**src/rtl/tia_pkg.sv**
```systemverilog
package tia_pkg;
   // bit positions in the top-level status and enable vectors
   localparam int ST_PIN   = 0;                 // summary of pin events
   localparam int ST_TIMER = 1;                 // timer wrap
   localparam int ST_SOFT  = 2;                 // software request
   localparam int ST_READY = 3;                 // device ready
   localparam int ST_PHY1  = 4;                 // port one phy summary
   localparam int ST_PHY2  = 5;                 // port two phy summary
   localparam int ST_W     = 6;                 // status vector width

   // documented source sizes
   localparam int PIN_N    = 6;                 // general purpose pins
   localparam int PHY_EV_W = 7;                 // phy event flags per port
   localparam int TIMER_W  = 16;                // timer count width
   localparam logic [15:0] TIMER_ZERO = 16'h0000; // count before wrap
   localparam logic [15:0] TIMER_WRAP = 16'hFFFF; // count after wrap

   // reset values
   localparam logic [5:0] STS_RST = 6'h00;      // top status after reset
   localparam logic [5:0] PIN_RST = 6'h00;      // pin status after reset

   // hold-off timing
   localparam int HOLD_W       = 8;             // interval field width
   localparam int CLK_NS       = 10;            // clock period
   localparam int HOLD_UNIT_NS = 10000;         // one interval step, 10 us
   localparam int HOLD_UNIT_CYC = (HOLD_UNIT_NS + CLK_NS - 1) / CLK_NS; // cycles per step

   // pin output state machine
   typedef enum logic [2:0] {
      TIA_IDLE   = 3'b001,                      // pin inactive, free to assert
      TIA_ACTIVE = 3'b010,                      // pin asserted
      TIA_HOLD   = 3'b100                       // forced inactive after deassert
   } tia_irq_state_t;
endpackage

```
**src/rtl/tia_hold_if.sv**
```systemverilog
`timescale 1ns/1ps
interface tia_hold_if;
   logic                       start;           // one-cycle pulse: pin just deasserted
   logic [tia_pkg::HOLD_W-1:0] interval;        // hold length in steps
   logic                       busy;            // hold-off running

   modport ctrl  (output start, output interval, input busy);
   modport timer (input start, input interval, output busy);
endinterface

```
**src/rtl/tia_hold_timer.sv**
```systemverilog
`timescale 1ns/1ps
module tia_hold_timer #(
   parameter int UNIT_CYC = tia_pkg::HOLD_UNIT_CYC  // cycles per interval step
) (
   input  wire logic clk,                       // system clock
   input  wire logic rstn,                      // async reset, active low
   tia_hold_if.timer hold                       // start, interval and busy
);
   import tia_pkg::*;

   localparam int PW = $clog2(UNIT_CYC + 1);   // prescaler width

   if (UNIT_CYC < 1) begin : g_chk
      $error("tia_hold_timer: UNIT_CYC must be at least 1");
   end

   logic [PW-1:0]     pre_q;                    // step prescaler
   logic [HOLD_W-1:0] cnt_q;                    // steps still to wait
   logic              busy_q;                   // hold-off active

   // prescaler restarts on start so the first step is a full one
   always_ff @(posedge clk or negedge rstn) begin
      if (!rstn) begin
         pre_q <= '0;
      end else if (hold.start || !busy_q || pre_q == PW'(UNIT_CYC - 1)) begin
         pre_q <= '0;
      end else begin
         pre_q <= pre_q + PW'(1);
      end
   end

   // step counter; a zero interval never starts
   always_ff @(posedge clk or negedge rstn) begin
      if (!rstn) begin
         cnt_q  <= '0;
         busy_q <= 1'b0;
      end else if (hold.start) begin
         cnt_q  <= hold.interval;
         busy_q <= (hold.interval != '0);
      end else if (busy_q && pre_q == PW'(UNIT_CYC - 1)) begin
         cnt_q  <= cnt_q - HOLD_W'(1);
         busy_q <= (cnt_q != HOLD_W'(1));
      end
   end

   assign hold.busy = busy_q;
endmodule

```
**src/rtl/tia_top.sv**
```systemverilog
// Contract
// - each pin has own enable and status
// - enabled pin status sets pin summary bit
// - pin irq needs pin, summary, global enables
// - timer status sets on wrap zero to FFFFh
// - timer status clears only by writing one
// - timer irq needs run, timer, global enables
// - soft status sets when soft enable set
// - ready status sets once after reset
// - writing one clears ready, zero keeps
// - ready irq needs ready and global enables
// - phy irq needs mask, phy, global enables
// - sub-block summaries clear when source clears
// - hold pin inactive after deassert, zero disables
// - selectable pin polarity and open-drain drive
`timescale 1ns/1ps
module tia_top #(
   parameter int PIN_N     = tia_pkg::PIN_N,        // number of pin sources
   parameter int PHY_EV_W  = tia_pkg::PHY_EV_W,     // phy flags per port
   parameter int UNIT_CYC  = tia_pkg::HOLD_UNIT_CYC // cycles per hold step
) (
   input  wire logic                        clk,                  // system clock
   input  wire logic                        rstn,                 // async reset, active low
   input  wire logic [PIN_N-1:0]            pin_event_in,         // raw pin event lines
   input  wire logic [PIN_N-1:0]            pin_event_enable,     // per-pin enables
   input  wire logic [PIN_N-1:0]            pin_event_clear,      // write-one-to-clear pin status
   output logic      [PIN_N-1:0]            pin_event_status,     // per-pin sticky status
   input  wire logic [tia_pkg::TIMER_W-1:0] timer_count,          // timer count value
   input  wire logic                        timer_run_enable,     // timer run enable
   input  wire logic [PHY_EV_W-1:0]         port_one_phy_event,   // port one event flags
   input  wire logic [PHY_EV_W-1:0]         port_one_phy_mask,    // port one event mask
   input  wire logic [PHY_EV_W-1:0]         port_two_phy_event,   // port two event flags
   input  wire logic [PHY_EV_W-1:0]         port_two_phy_mask,    // port two event mask
   input  wire logic [tia_pkg::ST_W-1:0]    top_interrupt_enable, // per-bit top enables
   input  wire logic [tia_pkg::ST_W-1:0]    top_status_clear,     // write-one-to-clear top bits
   input  wire logic                        irq_output_enable,    // global output enable
   input  wire logic                        irq_polarity_high,    // 1: asserted level high
   input  wire logic                        irq_open_drain,       // 1: open-drain drive
   input  wire logic [tia_pkg::HOLD_W-1:0]  deassert_hold_interval, // hold length in steps
   output logic      [tia_pkg::ST_W-1:0]    top_interrupt_status, // top-level status
   output logic                             irq_pin_o,            // pin output level
   output logic                             irq_pin_oe_n          // pin drive, low drives
);
   import tia_pkg::*;

   if (PIN_N < 1 || PIN_N > 32 || PHY_EV_W < 1 || UNIT_CYC < 1) begin : g_chk
      $error("tia_top: unsupported parameter value");
   end

   logic [PIN_N-1:0] pin_s1_q;                  // first sync stage
   logic [PIN_N-1:0] pin_s2_q;                  // second sync stage
   logic [PIN_N-1:0] pin_s3_q;                  // edge history
   logic [PIN_N-1:0] pin_rise;                  // synchronised rising edge
   logic [PIN_N-1:0] pin_sts_q;                 // per-pin sticky status
   logic [ST_W-1:0]  sts_q;                     // top status register
   logic [ST_W-1:0]  sts_d;                     // top status next value
   logic [TIMER_W-1:0] cnt_prev_q;              // timer count last cycle
   logic             timer_wrap;                // wrap past zero seen
   logic             boot_q;                    // high from first edge after reset
   logic [ST_W-1:0]  en_eff;                    // enables incl. timer run gate
   logic             irq_req;                   // gated interrupt request
   tia_irq_state_t   state_q;                   // pin state
   tia_irq_state_t   state_d;                   // pin next state
   logic             irq_o_q;                   // pin level register
   logic             irq_oe_n_q;                // pin drive register

   tia_hold_if hold_bus ();                     // link to hold-off timer

   // pin synchroniser, two flops then edge history
   always_ff @(posedge clk or negedge rstn) begin
      if (!rstn) begin
         pin_s1_q <= '0;
         pin_s2_q <= '0;
         pin_s3_q <= '0;
      end else begin
         pin_s1_q <= pin_event_in;
         pin_s2_q <= pin_s1_q;
         pin_s3_q <= pin_s2_q;
      end
   end

   assign pin_rise = pin_s2_q & ~pin_s3_q;

   // per-pin sticky status, set beats clear
   for (genvar i = 0; i < PIN_N; i++) begin : g_pin
      always_ff @(posedge clk or negedge rstn) begin
         if (!rstn) begin
            pin_sts_q[i] <= 1'b0;
         end else if (pin_rise[i]) begin
            pin_sts_q[i] <= 1'b1;
         end else if (pin_event_clear[i]) begin
            pin_sts_q[i] <= 1'b0;
         end
      end
   end

   // timer count history for wrap detection
   // resets to FFFFh so a timer parked there shows no false wrap
   always_ff @(posedge clk or negedge rstn) begin
      if (!rstn) begin
         cnt_prev_q <= TIMER_WRAP;
      end else begin
         cnt_prev_q <= timer_count;
      end
   end

   assign timer_wrap = (cnt_prev_q == TIMER_ZERO) && (timer_count == TIMER_WRAP);

   // marks the first edge after reset release
   always_ff @(posedge clk or negedge rstn) begin
      if (!rstn) begin
         boot_q <= 1'b0;
      end else begin
         boot_q <= 1'b1;
      end
   end

   // top status next value
   always_comb begin
      sts_d = sts_q;
      // summaries follow their source, no clear here
      sts_d[ST_PIN]  = |(pin_sts_q & pin_event_enable);
      sts_d[ST_PHY1] = |(port_one_phy_event & port_one_phy_mask);
      sts_d[ST_PHY2] = |(port_two_phy_event & port_two_phy_mask);
      // timer: sticky, write one clears, wrap wins
      if (timer_wrap) begin
         sts_d[ST_TIMER] = 1'b1;
      end else if (top_status_clear[ST_TIMER]) begin
         sts_d[ST_TIMER] = 1'b0;
      end
      // soft request raised by its enable
      if (top_interrupt_enable[ST_SOFT]) begin
         sts_d[ST_SOFT] = 1'b1;
      end else if (top_status_clear[ST_SOFT]) begin
         sts_d[ST_SOFT] = 1'b0;
      end
      // ready raised once at first edge after reset
      if (!boot_q) begin
         sts_d[ST_READY] = 1'b1;
      end else if (top_status_clear[ST_READY]) begin
         sts_d[ST_READY] = 1'b0;
      end
   end

   // top status register
   always_ff @(posedge clk or negedge rstn) begin
      if (!rstn) begin
         sts_q <= STS_RST;
      end else begin
         sts_q <= sts_d;
      end
   end

   // enables, timer path also needs run enable
   always_comb begin
      en_eff = top_interrupt_enable;
      en_eff[ST_TIMER] = top_interrupt_enable[ST_TIMER] & timer_run_enable;
   end

   assign irq_req = irq_output_enable && |(sts_q & en_eff);

   // hold-off request on deassert
   assign hold_bus.start    = (state_q == TIA_ACTIVE) && !irq_req;
   assign hold_bus.interval = deassert_hold_interval;

   tia_hold_timer #(
      .UNIT_CYC (UNIT_CYC)
   ) u_hold (
      .clk  (clk),
      .rstn (rstn),
      .hold (hold_bus.timer)
   );

   // pin state next value
   always_comb begin
      state_d = state_q;
      unique case (state_q)
         TIA_IDLE: begin
            if (irq_req) begin
               state_d = TIA_ACTIVE;
            end
         end
         TIA_ACTIVE: begin
            if (!irq_req) begin
               // zero interval skips the hold
               state_d = (deassert_hold_interval == '0) ? TIA_IDLE : TIA_HOLD;
            end
         end
         TIA_HOLD: begin
            if (!hold_bus.busy) begin
               state_d = TIA_IDLE;
            end
         end
         default: begin
            state_d = TIA_IDLE;                 // illegal code recovers
         end
      endcase
   end

   // pin state register
   always_ff @(posedge clk or negedge rstn) begin
      if (!rstn) begin
         state_q <= TIA_IDLE;
      end else begin
         state_q <= state_d;
      end
   end

   // pin drive, polarity and buffer type
   always_ff @(posedge clk or negedge rstn) begin
      if (!rstn) begin
         irq_o_q    <= 1'b0;
         irq_oe_n_q <= 1'b1;
      end else if (irq_open_drain) begin
         irq_o_q    <= irq_polarity_high;
         irq_oe_n_q <= (state_d != TIA_ACTIVE);
      end else begin
         irq_o_q    <= (state_d == TIA_ACTIVE) ? irq_polarity_high : !irq_polarity_high;
         irq_oe_n_q <= 1'b0;
      end
   end

   assign pin_event_status     = pin_sts_q;
   assign top_interrupt_status = sts_q;
   assign irq_pin_o            = irq_o_q;
   assign irq_pin_oe_n         = irq_oe_n_q;

   // checks
   logic pin_asserted;                          // pin shows asserted level
   assign pin_asserted = !irq_oe_n_q && (irq_o_q == irq_polarity_high);
endmodule

```
**config.mk**
```make
export PLATFORM = sky130hd
export DESIGN_NAME = tia_top
export DESIGN_NICKNAME = d
export VERILOG_FILES = /design/src/rtl/tia_pkg.sv /design/src/rtl/tia_hold_if.sv /design/src/rtl/tia_hold_timer.sv /design/src/rtl/tia_top.sv
export SDC_FILE = /design/constraint.sdc
export NUM_CORES = 1
export LEC_CHECK = 0
export ABC_AREA = 1
export ABC_CLOCK_PERIOD_IN_PS = 2400
export BUFFER_PORTS_ARGS = -buffer_cell sky130_fd_sc_hd__buf_2
export CAP_MARGIN = 25
export CORE_AREA = 4 4 111 60
export DETAILED_ROUTE_END_ITERATION = 10
export DIE_AREA = 0 0 115 64
export HOLD_SLACK_MARGIN = 0.03
export PLACE_DENSITY = 0.83
export SLEW_MARGIN = 20
export SYNTH_ARGS = -nofsm -noshare
export SYNTH_HDL_FRONTEND = slang
export SYNTH_SLANG_ARGS = --single-unit
```
**constraint.sdc**
```tcl
create_clock -name clk -period 2.4 [get_ports clk]
set_clock_uncertainty 0.2 [all_clocks]
set_input_delay 0.12 -clock clk [delete_from_list [all_inputs] [get_ports clk]]
set_output_delay 0.12 -clock clk [all_outputs]
set_load 0.02 [all_outputs]
```
==> key figures, run 1 <==
Timing
  • Fmax: 474 MHz
  • Final min period: 2.11 ns
  • Final hold vios: 0
  • Final Cycle Share: 0.880
  • Worst Hold Slack: 0.163 ns
  • RSZ-0062 raised after global routing: false
  • Setup Total Neg Slack: 0 ns
  • Final setup viols: 0
  • Max-slew violations: 0

Synth
  • Share of the synthesized area in the top cell type: 0.447
  • EDFF count, synth: 0
  • Most frequent cells after synthesis: nand2_1, dfrtp_1, nand3_1, inv_1, nor2_1
  • Top FF cell, synth: dfrtp_1
  • Cell area after synthesis: 0.00297 sq mm
  • Most instantiated library cell after synthesis: nand2_1
  • Synth Instances: 309
  • Mean Syn Cell Area: 9.61 sq um
  • Asr flop ratio synth: 1.00
  • Syn nets: 400
  • Post-synth cell types: 28
  • Synthesis Warnings: 0
  • Synth area leader: dfrtp_1
  • Sequential share of the synthesized area: 0.606
  • Top cells by area, synth: dfrtp_1, dfstp_2, nand2_1
  • Flops & latches, synth: 71

Worst setup path
  • Worst Reg-to-Reg Cells: 7
  • Worst Path Max Fanout: 1
  • R2r setup slk: 0.37 ns
  • CP Capture Type: register
  • RR Startpoint: state_q[2]
  • Critical Path Start: port_two_phy_mask[5]
  • CP arrival: 2.13 ns
  • RR Endpoint: irq_pin_oe_n
  • Critical path type: in2reg
  • CP startpoint kind: input port
  • Crit path to: top_interrupt_status[5]
  • WP data required: 2.42 ns

Drt
  • Via Count: 3059
  • Drt wl/cell: 18.5 microns
  • Detailed Route Iter0 Violations: 341
  • First-pass DRT Iterations: 5
  • DRC violations left: 0
  • Final WL: 10200 microns
  • Antenna-violating nets left: 0
  • Vias per inst: 5.53

Power and ir drop
  • Max VDD drop: 488 uV
  • Pleak: 2.19 nW
  • P per Cell Area: 851 mW/mm^2

Global routing
  • M3 GR Usage: 0.0937
  • GRT Total Usage: 0.298
  • Largest net degree at the start of global routing: 64
  • Number of global-route vias before repair: 3351
  • Grt met1 use: 0.334
  • Initial antenna violation count: 0
  • First-pass GRT wire length: 16600 microns
  • GRT Max-Usage Layer: met2
  • Grt ovf: 0
  • Met2 GRT Util: 0.519

Status
  • Status: complete, no violations

Floorplanning
  • Row cnt: 20
  • Initial Util: 0.512
  • Top Ports: 102
  • Die area: 0.00736 sq mm
  • Chip width: 115 microns
  • Die height: 64 microns
  • Core Area: 0.00581 sq mm

Clock network
  • Reg clk slew, reported paths: 0.06 ns
  • Setup bufs post-CTS: 0
  • CTS tree: done
  • Clock insertion delay at the later pin of the skew report: 0.33 ns
  • CTS H-tree lvls: 3
  • # resized after CTS: 0
  • Num CTS Buffers: 9
  • Hold_buf cts: 53
  • Clock root cell: clkbuf_16
  • Clock sink count: 71
  • Clock tree buffer depth: 2

Layout
  • # fillers: 329
  • Nets: 562
  • N_diodes: 0
  • Share of layout cells above drive strength 1: 0.309
  • Synth-to-layout area growth: 48.3%

Placed design
  • Dpl hpwl: 5070 microns
  • Buffers on Ports: 98
  • GP Congestion: 0.825

Flow run
  • Max Cap Viol: 0

Worst hold path
  • Min-delay worst type: reg2reg
==> cell families after synthesis <==
logic type | share of synthesized area
simple gates | 0.267
xor+xnor | 0.0236
buf+inv | 0.0577
compound gates | 0.0324
fa+ha+maj | 0.0126
flops | 0.606
other cells | 0.00126
==> worst min-delay path by stage <==
stage	slack, ns	endpoint	startpoint	cells after the start
2_1_floorplan	-0.38	boot_q	rstn	0
3_3_place_gp	0.007	cnt_prev_q[13]	rstn	1
3_5_place_dp	0.01	cnt_prev_q[15]	rstn	1
4_1_cts	0.15	pin_s2_q[1]	pin_s1_q[1]	0
5_1_grt	0.17	pin_s2_q[5]	pin_s1_q[5]	0
6_report	0.16	pin_s2_q[2]	pin_s1_q[2]	0
==> sequential cells by signal, indices dropped and copies added (netlist names), 3 cells and up <==
register	count
pin_s3_q	6
u_hold.cnt_q	8
top_interrupt_status	6
u_hold.pre_q	10
pin_s2_q	6
pin_event_status	6
pin_s1_q	6
cnt_prev_q	16
state_q	3
==> cell usage in the layout (no fill, tap or decap), types with 3 or more instances in the layout <==
cell type and n:
a221oi_1 3, buf_2 98, clkbuf_16 9, dfrtp_1 53, dfstp_2 18, dlygate4sd3_1 53, ha_1 3, inv_1 37
inv_2 3, nand2_1 66, nand3_1 46, nand4_1 9, nor2_1 28, nor3_1 5, nor4_1 4, o21bai_1 3
o22ai_1 6, xor2_1 8
==> critical path, cell delays in order <==
cell           delay (ns)
dlygate4sd3_1        0.54
buf_2                0.13
nand2_1              0.06
dlygate4sd3_1        0.56
nand4_1              0.12
dlygate4sd3_1        0.60
==> per-layer routing <==
layer | wire [microns] | vias to the layer above | share of wire
met5 | 0 | - | 0
met4 | 456 | 0 | 0.045
met1 | 3700 | 1451 | 0.36
met2 | 5070 | 223 | 0.50
li1 | - | 1328 | -
met3 | 984 | 57 | 0.096
==> through the flow <==
step                       util  std cells  power [mW]  worst slack, ns  cell area, sq um
after floorplan               -        309        1.98            0.862              2970
after global placement    0.615        484        2.19            0.664              3570
after detailed placement  0.615        484        2.23            0.606              3570
after CTS                 0.759        553        3.64            0.401              4410
after global routing      0.759        553        3.91            0.273              4410
final                     0.759        553        3.75            0.289              4410
==> layout make-up <==
class                   count  area [sq um]  area share
clock inverters             6          67.6      0.0153
multi-input cells         195          1000       0.227
well taps                  77          96.3      0.0219
clock buffers              10           239      0.0542
inverters                  41           155      0.0352
flip-flops and latches     71          1800       0.408
repair buffers            153          1050       0.238
==> report_power, final <==
part	switching [mW]	total, mW	internal, mW
sequential	0.151	1.53	1.38
clock	0.516	1.35	0.836
combinational	0.526	0.867	0.342
total	1.19	3.75	2.55
(Power assumes the default switching activity.)
==> run 2, diff against run 1 <==
--- a/config.mk
+++ b/config.mk
@@ -7,13 +7,13 @@
 export LEC_CHECK = 0
 export ABC_AREA = 1
 export ABC_CLOCK_PERIOD_IN_PS = 2400
-export BUFFER_PORTS_ARGS = -buffer_cell sky130_fd_sc_hd__buf_2
 export CAP_MARGIN = 25
-export CORE_AREA = 4 4 111 60
+export CORE_AREA = 4 4 109 59
 export DETAILED_ROUTE_END_ITERATION = 10
-export DIE_AREA = 0 0 115 64
+export DIE_AREA = 0 0 113 63
+export DONT_BUFFER_PORTS = 1
 export HOLD_SLACK_MARGIN = 0.03
-export PLACE_DENSITY = 0.83
+export PLACE_DENSITY = 0.7
 export SLEW_MARGIN = 20
 export SYNTH_ARGS = -nofsm -noshare
 export SYNTH_HDL_FRONTEND = slang
==> run 2 against run 1 <==
Against the previous run:
- hold slack lost 0.040 ns
- total power is 13% lower
- final cell count shrank 17%
- global-route usage fell by 9.1 points
- routed wire length shrank 31%
- largest power group unchanged
- combinational power is 20% lower
- largest cell class unchanged
- sequential cell count is the same
- sequential power barely moved
- core utilization decreased by 3.0 points
- cell area down 11%
- maximum frequency down 1.7%
==> key figures, run 2 (synthesized netlist as in run 1, its figures left out) <==
Status
  • Status: complete, no violations

Floorplanning
  • Initial Util: 0.550
  • Top Ports: 102
  • Die height: 63 microns
  • Chip width: 113 microns
  • Core Area: 0.00540 sq mm
  • Die area: 0.00712 sq mm
  • Row cnt: 19

Timing
  • Final setup viols: 0
  • Final Cycle Share: 0.895
  • Final min period: 2.15 ns
  • Max-slew violations: 0
  • Final hold vios: 0
  • RSZ-0062 raised after global routing: false
  • Worst Hold Slack: 0.123 ns
  • Fmax: 466 MHz
  • Setup Total Neg Slack: 0 ns

Clock network
  • Setup bufs post-CTS: 0
  • Clock tree buffer depth: 2
  • Num CTS Buffers: 9
  • Reg clk slew, reported paths: 0.08 ns
  • Clock root cell: clkbuf_8
  • Clock insertion delay at the later pin of the skew report: 0.34 ns
  • # resized after CTS: 0
  • CTS H-tree lvls: 3
  • CTS tree: done
  • Clock sink count: 71

Drt
  • DRC violations left: 0
  • Vias per inst: 5.28
  • Drt wl/cell: 15.3 microns
  • First-pass DRT Iterations: 5
  • Detailed Route Iter0 Violations: 151
  • Via Count: 2433
  • Final WL: 7070 microns
  • Antenna-violating nets left: 0

Worst setup path
  • R2r setup slk: 0.25 ns
  • WP data required: 2.48 ns
  • CP startpoint kind: register
  • CP Capture Type: register
  • Top cell by count, worst path: nand2_1
  • Crit path depth: 9
  • CP bufs+invs: 2
  • Family with the most delay on the worst path: buffers and inverters
  • Max incr delay on CP: 0.58 ns
  • Worst path cell trace: nand2_1 -> nand2_1 -> nor2_1 -> nand2_1 -> nand2_1 -> buf_4 -> nand3_1 -> dlygate4sd3_1 -> nand3_1
  • RR Endpoint: u_hold.cnt_q[1]
  • Critical-path cell with the highest stage delay: dlygate4sd3_1
  • Critical path type: reg2reg
  • Critical Path Start: top_interrupt_status[0]
  • Crit path to: u_hold.cnt_q[1]
  • CP arrival: 2.23 ns
  • RR Startpoint: top_interrupt_status[0]
  • Worst Reg-to-Reg Cells: 9
  • Worst Path Max Fanout: 10

Layout
  • Top flop regs: cnt_prev_q: 16 flops, u_hold.pre_q: 10 flops, u_hold.cnt_q: 8 flops
  • Nets: 474
  • Most frequent cells in the layout: nand2_1, dlygate4sd3_1, dfrtp_1
  • Most common cell after layout, fill and taps aside: nand2_1
  • Max reg flops: 16
  • # fillers: 368
  • Core Util, Final: 0.728
  • N_diodes: 0
  • Area of the multi-input gates: 1000 sq um
  • Biggest register: cnt_prev_q
  • Register area: 0.00180 sq mm
  • Synth-to-layout area growth: 32.4%
  • Fin cells: 461
  • Share of layout cells above drive strength 1: 0.124

Global routing
  • Largest net degree at the start of global routing: 72
  • First-pass GRT wire length: 11800 microns
  • Number of global-route vias before repair: 2588
  • Initial antenna violation count: 0
  • Grt ovf: 0
  • GRT Total Usage: 0.207

Flow run
  • Max Cap Viol: 0

Placed design
  • DP Cell Count: 381
  • Buffers on Ports: 0
  • GP Congestion: 0.847
  • Dpl hpwl: 4430 microns

Power and ir drop
  • P per Cell Area: 834 mW/mm^2
  • Pleak: 1.79 nW
  • Max VDD drop: 654 uV

Worst hold path
  • Min-delay worst type: in2async
[run 2: cell count changes in the layout (fill, tap and decap cells not counted), sizes merged]
| cell | previous run | this run |
|---|---|---|
| bufinv | 1 | 2 |
| clkinv | 3 | 2 |
| buf | 100 | 2 |
| dlygate4sd3 | 53 | 63 |
[run 2: repair_timing]
| action | 4_1_cts | 5_1_grt |
|---|---|---|
| hold buffers | 64 | 0 |
| setup endpoints to repair | 0 | 0 |
| endpoints found under the hold margin | 119 | 0 |
[run 2: cell type report]
cell class,count,area share
flip-flops and latches,71,0.458
multi-input cells,195,0.254
repair buffers,65,0.169
inverters,41,0.0395
clock buffers,10,0.0325
clock inverters,6,0.0236
well taps,73,0.0232
[run 2: where the power goes]
| group | total (mW) | internal, mW | switching, mW |
|---|---|---|---|
| Combinational | 0.693 | 0.299 | 0.394 |
| Clock | 1.05 | 0.591 | 0.456 |
| Sequential | 1.54 | 1.38 | 0.162 |
[run 2: worst min path at each step]
stage | end | slack, ns | cells past startpoint
3_5_place_dp | pin_s2_q[1] | -0.37 | 0
2_1_floorplan | boot_q | -0.38 | 0
6_report | pin_s2_q[4] | 0.12 | 2
4_1_cts | irq_pin_o | 0.06 | 7
3_3_place_gp | pin_s1_q[0] | -0.37 | 0
5_1_grt | cnt_prev_q[15] | 0.12 | 1
[run 2: routing by layer]
layer / track usage / up-vias / share of wire
li1: - / 1152 / -
met1: 0.239 / 1164 / 0.40
met2: 0.353 / 94 / 0.51
met3: 0.0774 / 23 / 0.064
met4: 0.0750 / 0 / 0.018
met5: 0 / - / 0
[run 2: stage by stage]
step                worst slack (ns)  cell area, sq um  power, mW
global route                   0.132              3930       3.49
finish                         0.252              3930       3.28
CTS                            0.283              3930       3.29
floorplan                      0.862              2970       1.98
global placement               0.546              3050       2.07
detailed placement             0.512              3050       2.10
==> run 3, diff against run 2 <==
--- a/config.mk
+++ b/config.mk
@@ -8,13 +8,14 @@
 export ABC_AREA = 1
 export ABC_CLOCK_PERIOD_IN_PS = 2400
 export CAP_MARGIN = 25
-export CORE_AREA = 4 4 109 59
+export CORE_AREA = 4 4 111 60
 export DETAILED_ROUTE_END_ITERATION = 10
-export DIE_AREA = 0 0 113 63
+export DIE_AREA = 0 0 115 64
 export DONT_BUFFER_PORTS = 1
 export HOLD_SLACK_MARGIN = 0.03
-export PLACE_DENSITY = 0.7
+export PLACE_DENSITY = 0.69
 export SLEW_MARGIN = 20
 export SYNTH_ARGS = -nofsm -noshare
 export SYNTH_HDL_FRONTEND = slang
+export SYNTH_HIERARCHICAL = 1
 export SYNTH_SLANG_ARGS = --single-unit
==> run 3 against run 2 <==
Against the previous run:
- largest cell class unchanged
- first-iteration DRC count rose by 19%
- routed wire length increased by 3.8%
- sequential power increased by 3%
- sequential share of layout area decreased by 1.7 points
- largest power group unchanged
- setup slack lost 0.14 ns
- critical path depth decreased by 4
- global-route usage increased by 1.2 points
- core utilization decreased by 2.5 points
- cell area grew 3.9%
- clock power is 14% higher
- maximum frequency is 6.2% lower
- via count rose by 2.7%
==> key figures, run 3 <==
Power and ir drop
  • P per Cell Area: 883 mW/mm^2
  • Pleak: 1.88 nW
  • Max VDD drop: 781 uV
  • Total Power: 3.60 mW

Global routing
  • GRT Total Usage: 0.219
  • Number of global-route vias before repair: 2550
  • Initial antenna violation count: 0
  • Largest net degree at the start of global routing: 72
  • Grt ovf: 0
  • First-pass GRT wire length: 12300 microns

Clock network
  • CTS tree: done
  • Reg clk slew, reported paths: 0.05 ns
  • Clock root cell: clkbuf_16
  • Setup bufs post-CTS: 0
  • Clock tree buffer depth: 2
  • Clock sink count: 71
  • CTS H-tree lvls: 3
  • Num CTS Buffers: 9
  • Clock insertion delay at the later pin of the skew report: 0.33 ns

Synth
  • Top cells by area, synth: dfrtp_1, dfstp_2, nand2_1
  • Top FF cell, synth: dfrtp_1
  • Synth Instances: 322
  • Most frequent cells after synthesis: nand2_1, dfrtp_1, nor2_1, inv_1, nand3_1
  • Sequential share of the synthesized area: 0.591
  • EDFF count, synth: 0
  • Share of the synthesized area in the top cell type: 0.435
  • Synth area leader: dfrtp_1
  • Asr flop ratio synth: 1.00
  • Mean Syn Cell Area: 9.46 sq um
  • Post-synth cell types: 30
  • Flops & latches, synth: 71
  • Synthesis Warnings: 6
  • Syn nets: 413
  • Most instantiated library cell after synthesis: nand2_1
  • Cell area after synthesis: 0.00305 sq mm

Layout
  • Most common cell after layout, fill and taps aside: nand2_1
  • Nets: 488
  • Synth-to-layout area growth: 34.1%
  • Register area: 0.00180 sq mm
  • N_diodes: 0
  • Area of the multi-input gates: 0.00108 sq mm
  • Biggest register: cnt_prev_q
  • Post-route cell area: 0.00408 sq mm
  • Most frequent cells in the layout: nand2_1, dlygate4sd3_1, dfrtp_1
  • Core Util, Final: 0.703
  • Max reg flops: 16
  • # fillers: 409
  • Share of layout cells above drive strength 1: 0.164
  • Top flop regs: cnt_prev_q: 16 flops, u_hold/pre_q: 10 flops, u_hold/cnt_q: 8 flops
  • Fin cells: 479

Floorplanning
  • Top Ports: 102
  • Initial Util: 0.525
  • Row cnt: 20
  • Die height: 64 microns
  • Die area: 0.00736 sq mm
  • Core Area: 0.00581 sq mm
  • Chip width: 115 microns

Worst setup path
  • WP data required: 2.40 ns
  • Critical path type: reg2reg
  • Worst Path Max Fanout: 3
  • CP Capture Type: register
  • CP arrival: 2.29 ns
  • CP startpoint kind: register

Timing
  • Fmax: 437 MHz
  • PnR worst setup slack: 0.110 ns
  • Max-slew violations: 0
  • Setup Total Neg Slack: 0 ns
  • Final hold vios: 0
  • RSZ-0062 raised after global routing: false
  • Worst Hold Slack: 0.0438 ns
  • Final setup viols: 0
  • Final Cycle Share: 0.954
  • Final min period: 2.29 ns

Drt
  • Final WL: 7340 microns
  • Top Metal Used: met4
  • Detailed Route Iter0 Violations: 180
  • DRC violations left: 0
  • First-pass DRT Iterations: 4
  • Via Count: 2498
  • Met3 wire len: 555 microns
  • Met2 wire len: 3420 microns
  • Post-Route M1 WL: 3220 microns
  • Vias per inst: 5.22
  • Drt wl/cell: 15.3 microns
  • Antenna-violating nets left: 0

Flow run
  • Max Cap Viol: 0

Placed design
  • Dpl hpwl: 4710 microns
  • Area after DPL: 0.00318 sq mm
  • Buffers on Ports: 0
  • DP Cell Count: 402
  • GP Congestion: 0.807
  • Placement Setup Slack: 0.283 ns

Worst hold path
  • Min-delay worst type: in2reg

Status
  • Status: complete, no violations
run 3: changes by cell type in the layout (fill, tap and decap cells not counted), moves of 5 or more:
cell,previous run,this run
nor2_1,28,44
xor2_1,8,3
nand3_1,46,22
clkbuf_8,9,0
nand2_2,2,10
clkbuf_16,0,9
a21oi_1,0,8
o21ai_2,0,5
run 3: layout make-up:
type,count,area share
Multi-Input combinational cell,208,0.265
Sequential cell,71,0.441
Tap cell,77,0.0236
Inverter,42,0.0386
Timing Repair Buffer,65,0.164
Clock inverter,6,0.0110
Clock buffer,10,0.0561
run 3: path summary, 6_finish.rpt:
check / start / cells after the start / end / slack, ns
max in group asynchronous: rstn / 2 / irq_pin_oe_n / 1.54
hold / removal: top_interrupt_enable[0] / 7 / state_q[0] / 0.04
setup reg to reg: pin_event_status[2] / 5 / top_interrupt_status[0] / 0.11
hold reg to reg: pin_s1_q[5] / 0 / pin_s2_q[5] / 0.15
min in group asynchronous: rstn / 2 / u_hold/cnt_q[3] / 0.14
setup / recovery: pin_event_status[2] / 5 / top_interrupt_status[0] / 0.11
run 3: critical path, stage by stage (launching register included):
cell	delay, ns
dfrtp_2	0.46
a22o_1	0.25
a21oi_1	0.10
dlygate4sd3_1	0.56
nand2_1	0.04
dlygate4sd3_1	0.56
run 3: logic make-up (layout without fill, tap and decap cells):
group                      Yosys count  count (layout)  synth area share
other                                1               1           0.00123
buffers and inverters               43             123            0.0534
AOI/OAI and AO/OA                   35              35            0.0752
DFF                                 71              71             0.591
xor gates and xnor gates             4               4            0.0115
adders and majority gates            3               3            0.0123
and+or+nand+nor                    165             165             0.256
run 3: routing by layer:
| layer | GRT usage | vias up |
|---|---|---|
| met5 | 0 | - |
| met4 | 0.0776 | 0 |
| met3 | 0.0634 | 17 |
| met2 | 0.344 | 119 |
| met1 | 0.292 | 1183 |
| li1 | - | 1179 |
run 3: repair_timing:
item	in CTS	in global routing
gates resized for setup	0	1
endpoints found under the hold margin	119	0
hold buffers	61	0
endpoints found under the setup margin	0	1
run 3: report_power, final:
part           total [mW]  switching [mW]  internal [mW]
clock                1.20           0.501          0.702
sequential           1.58           0.187           1.39
combinational       0.824           0.467          0.357
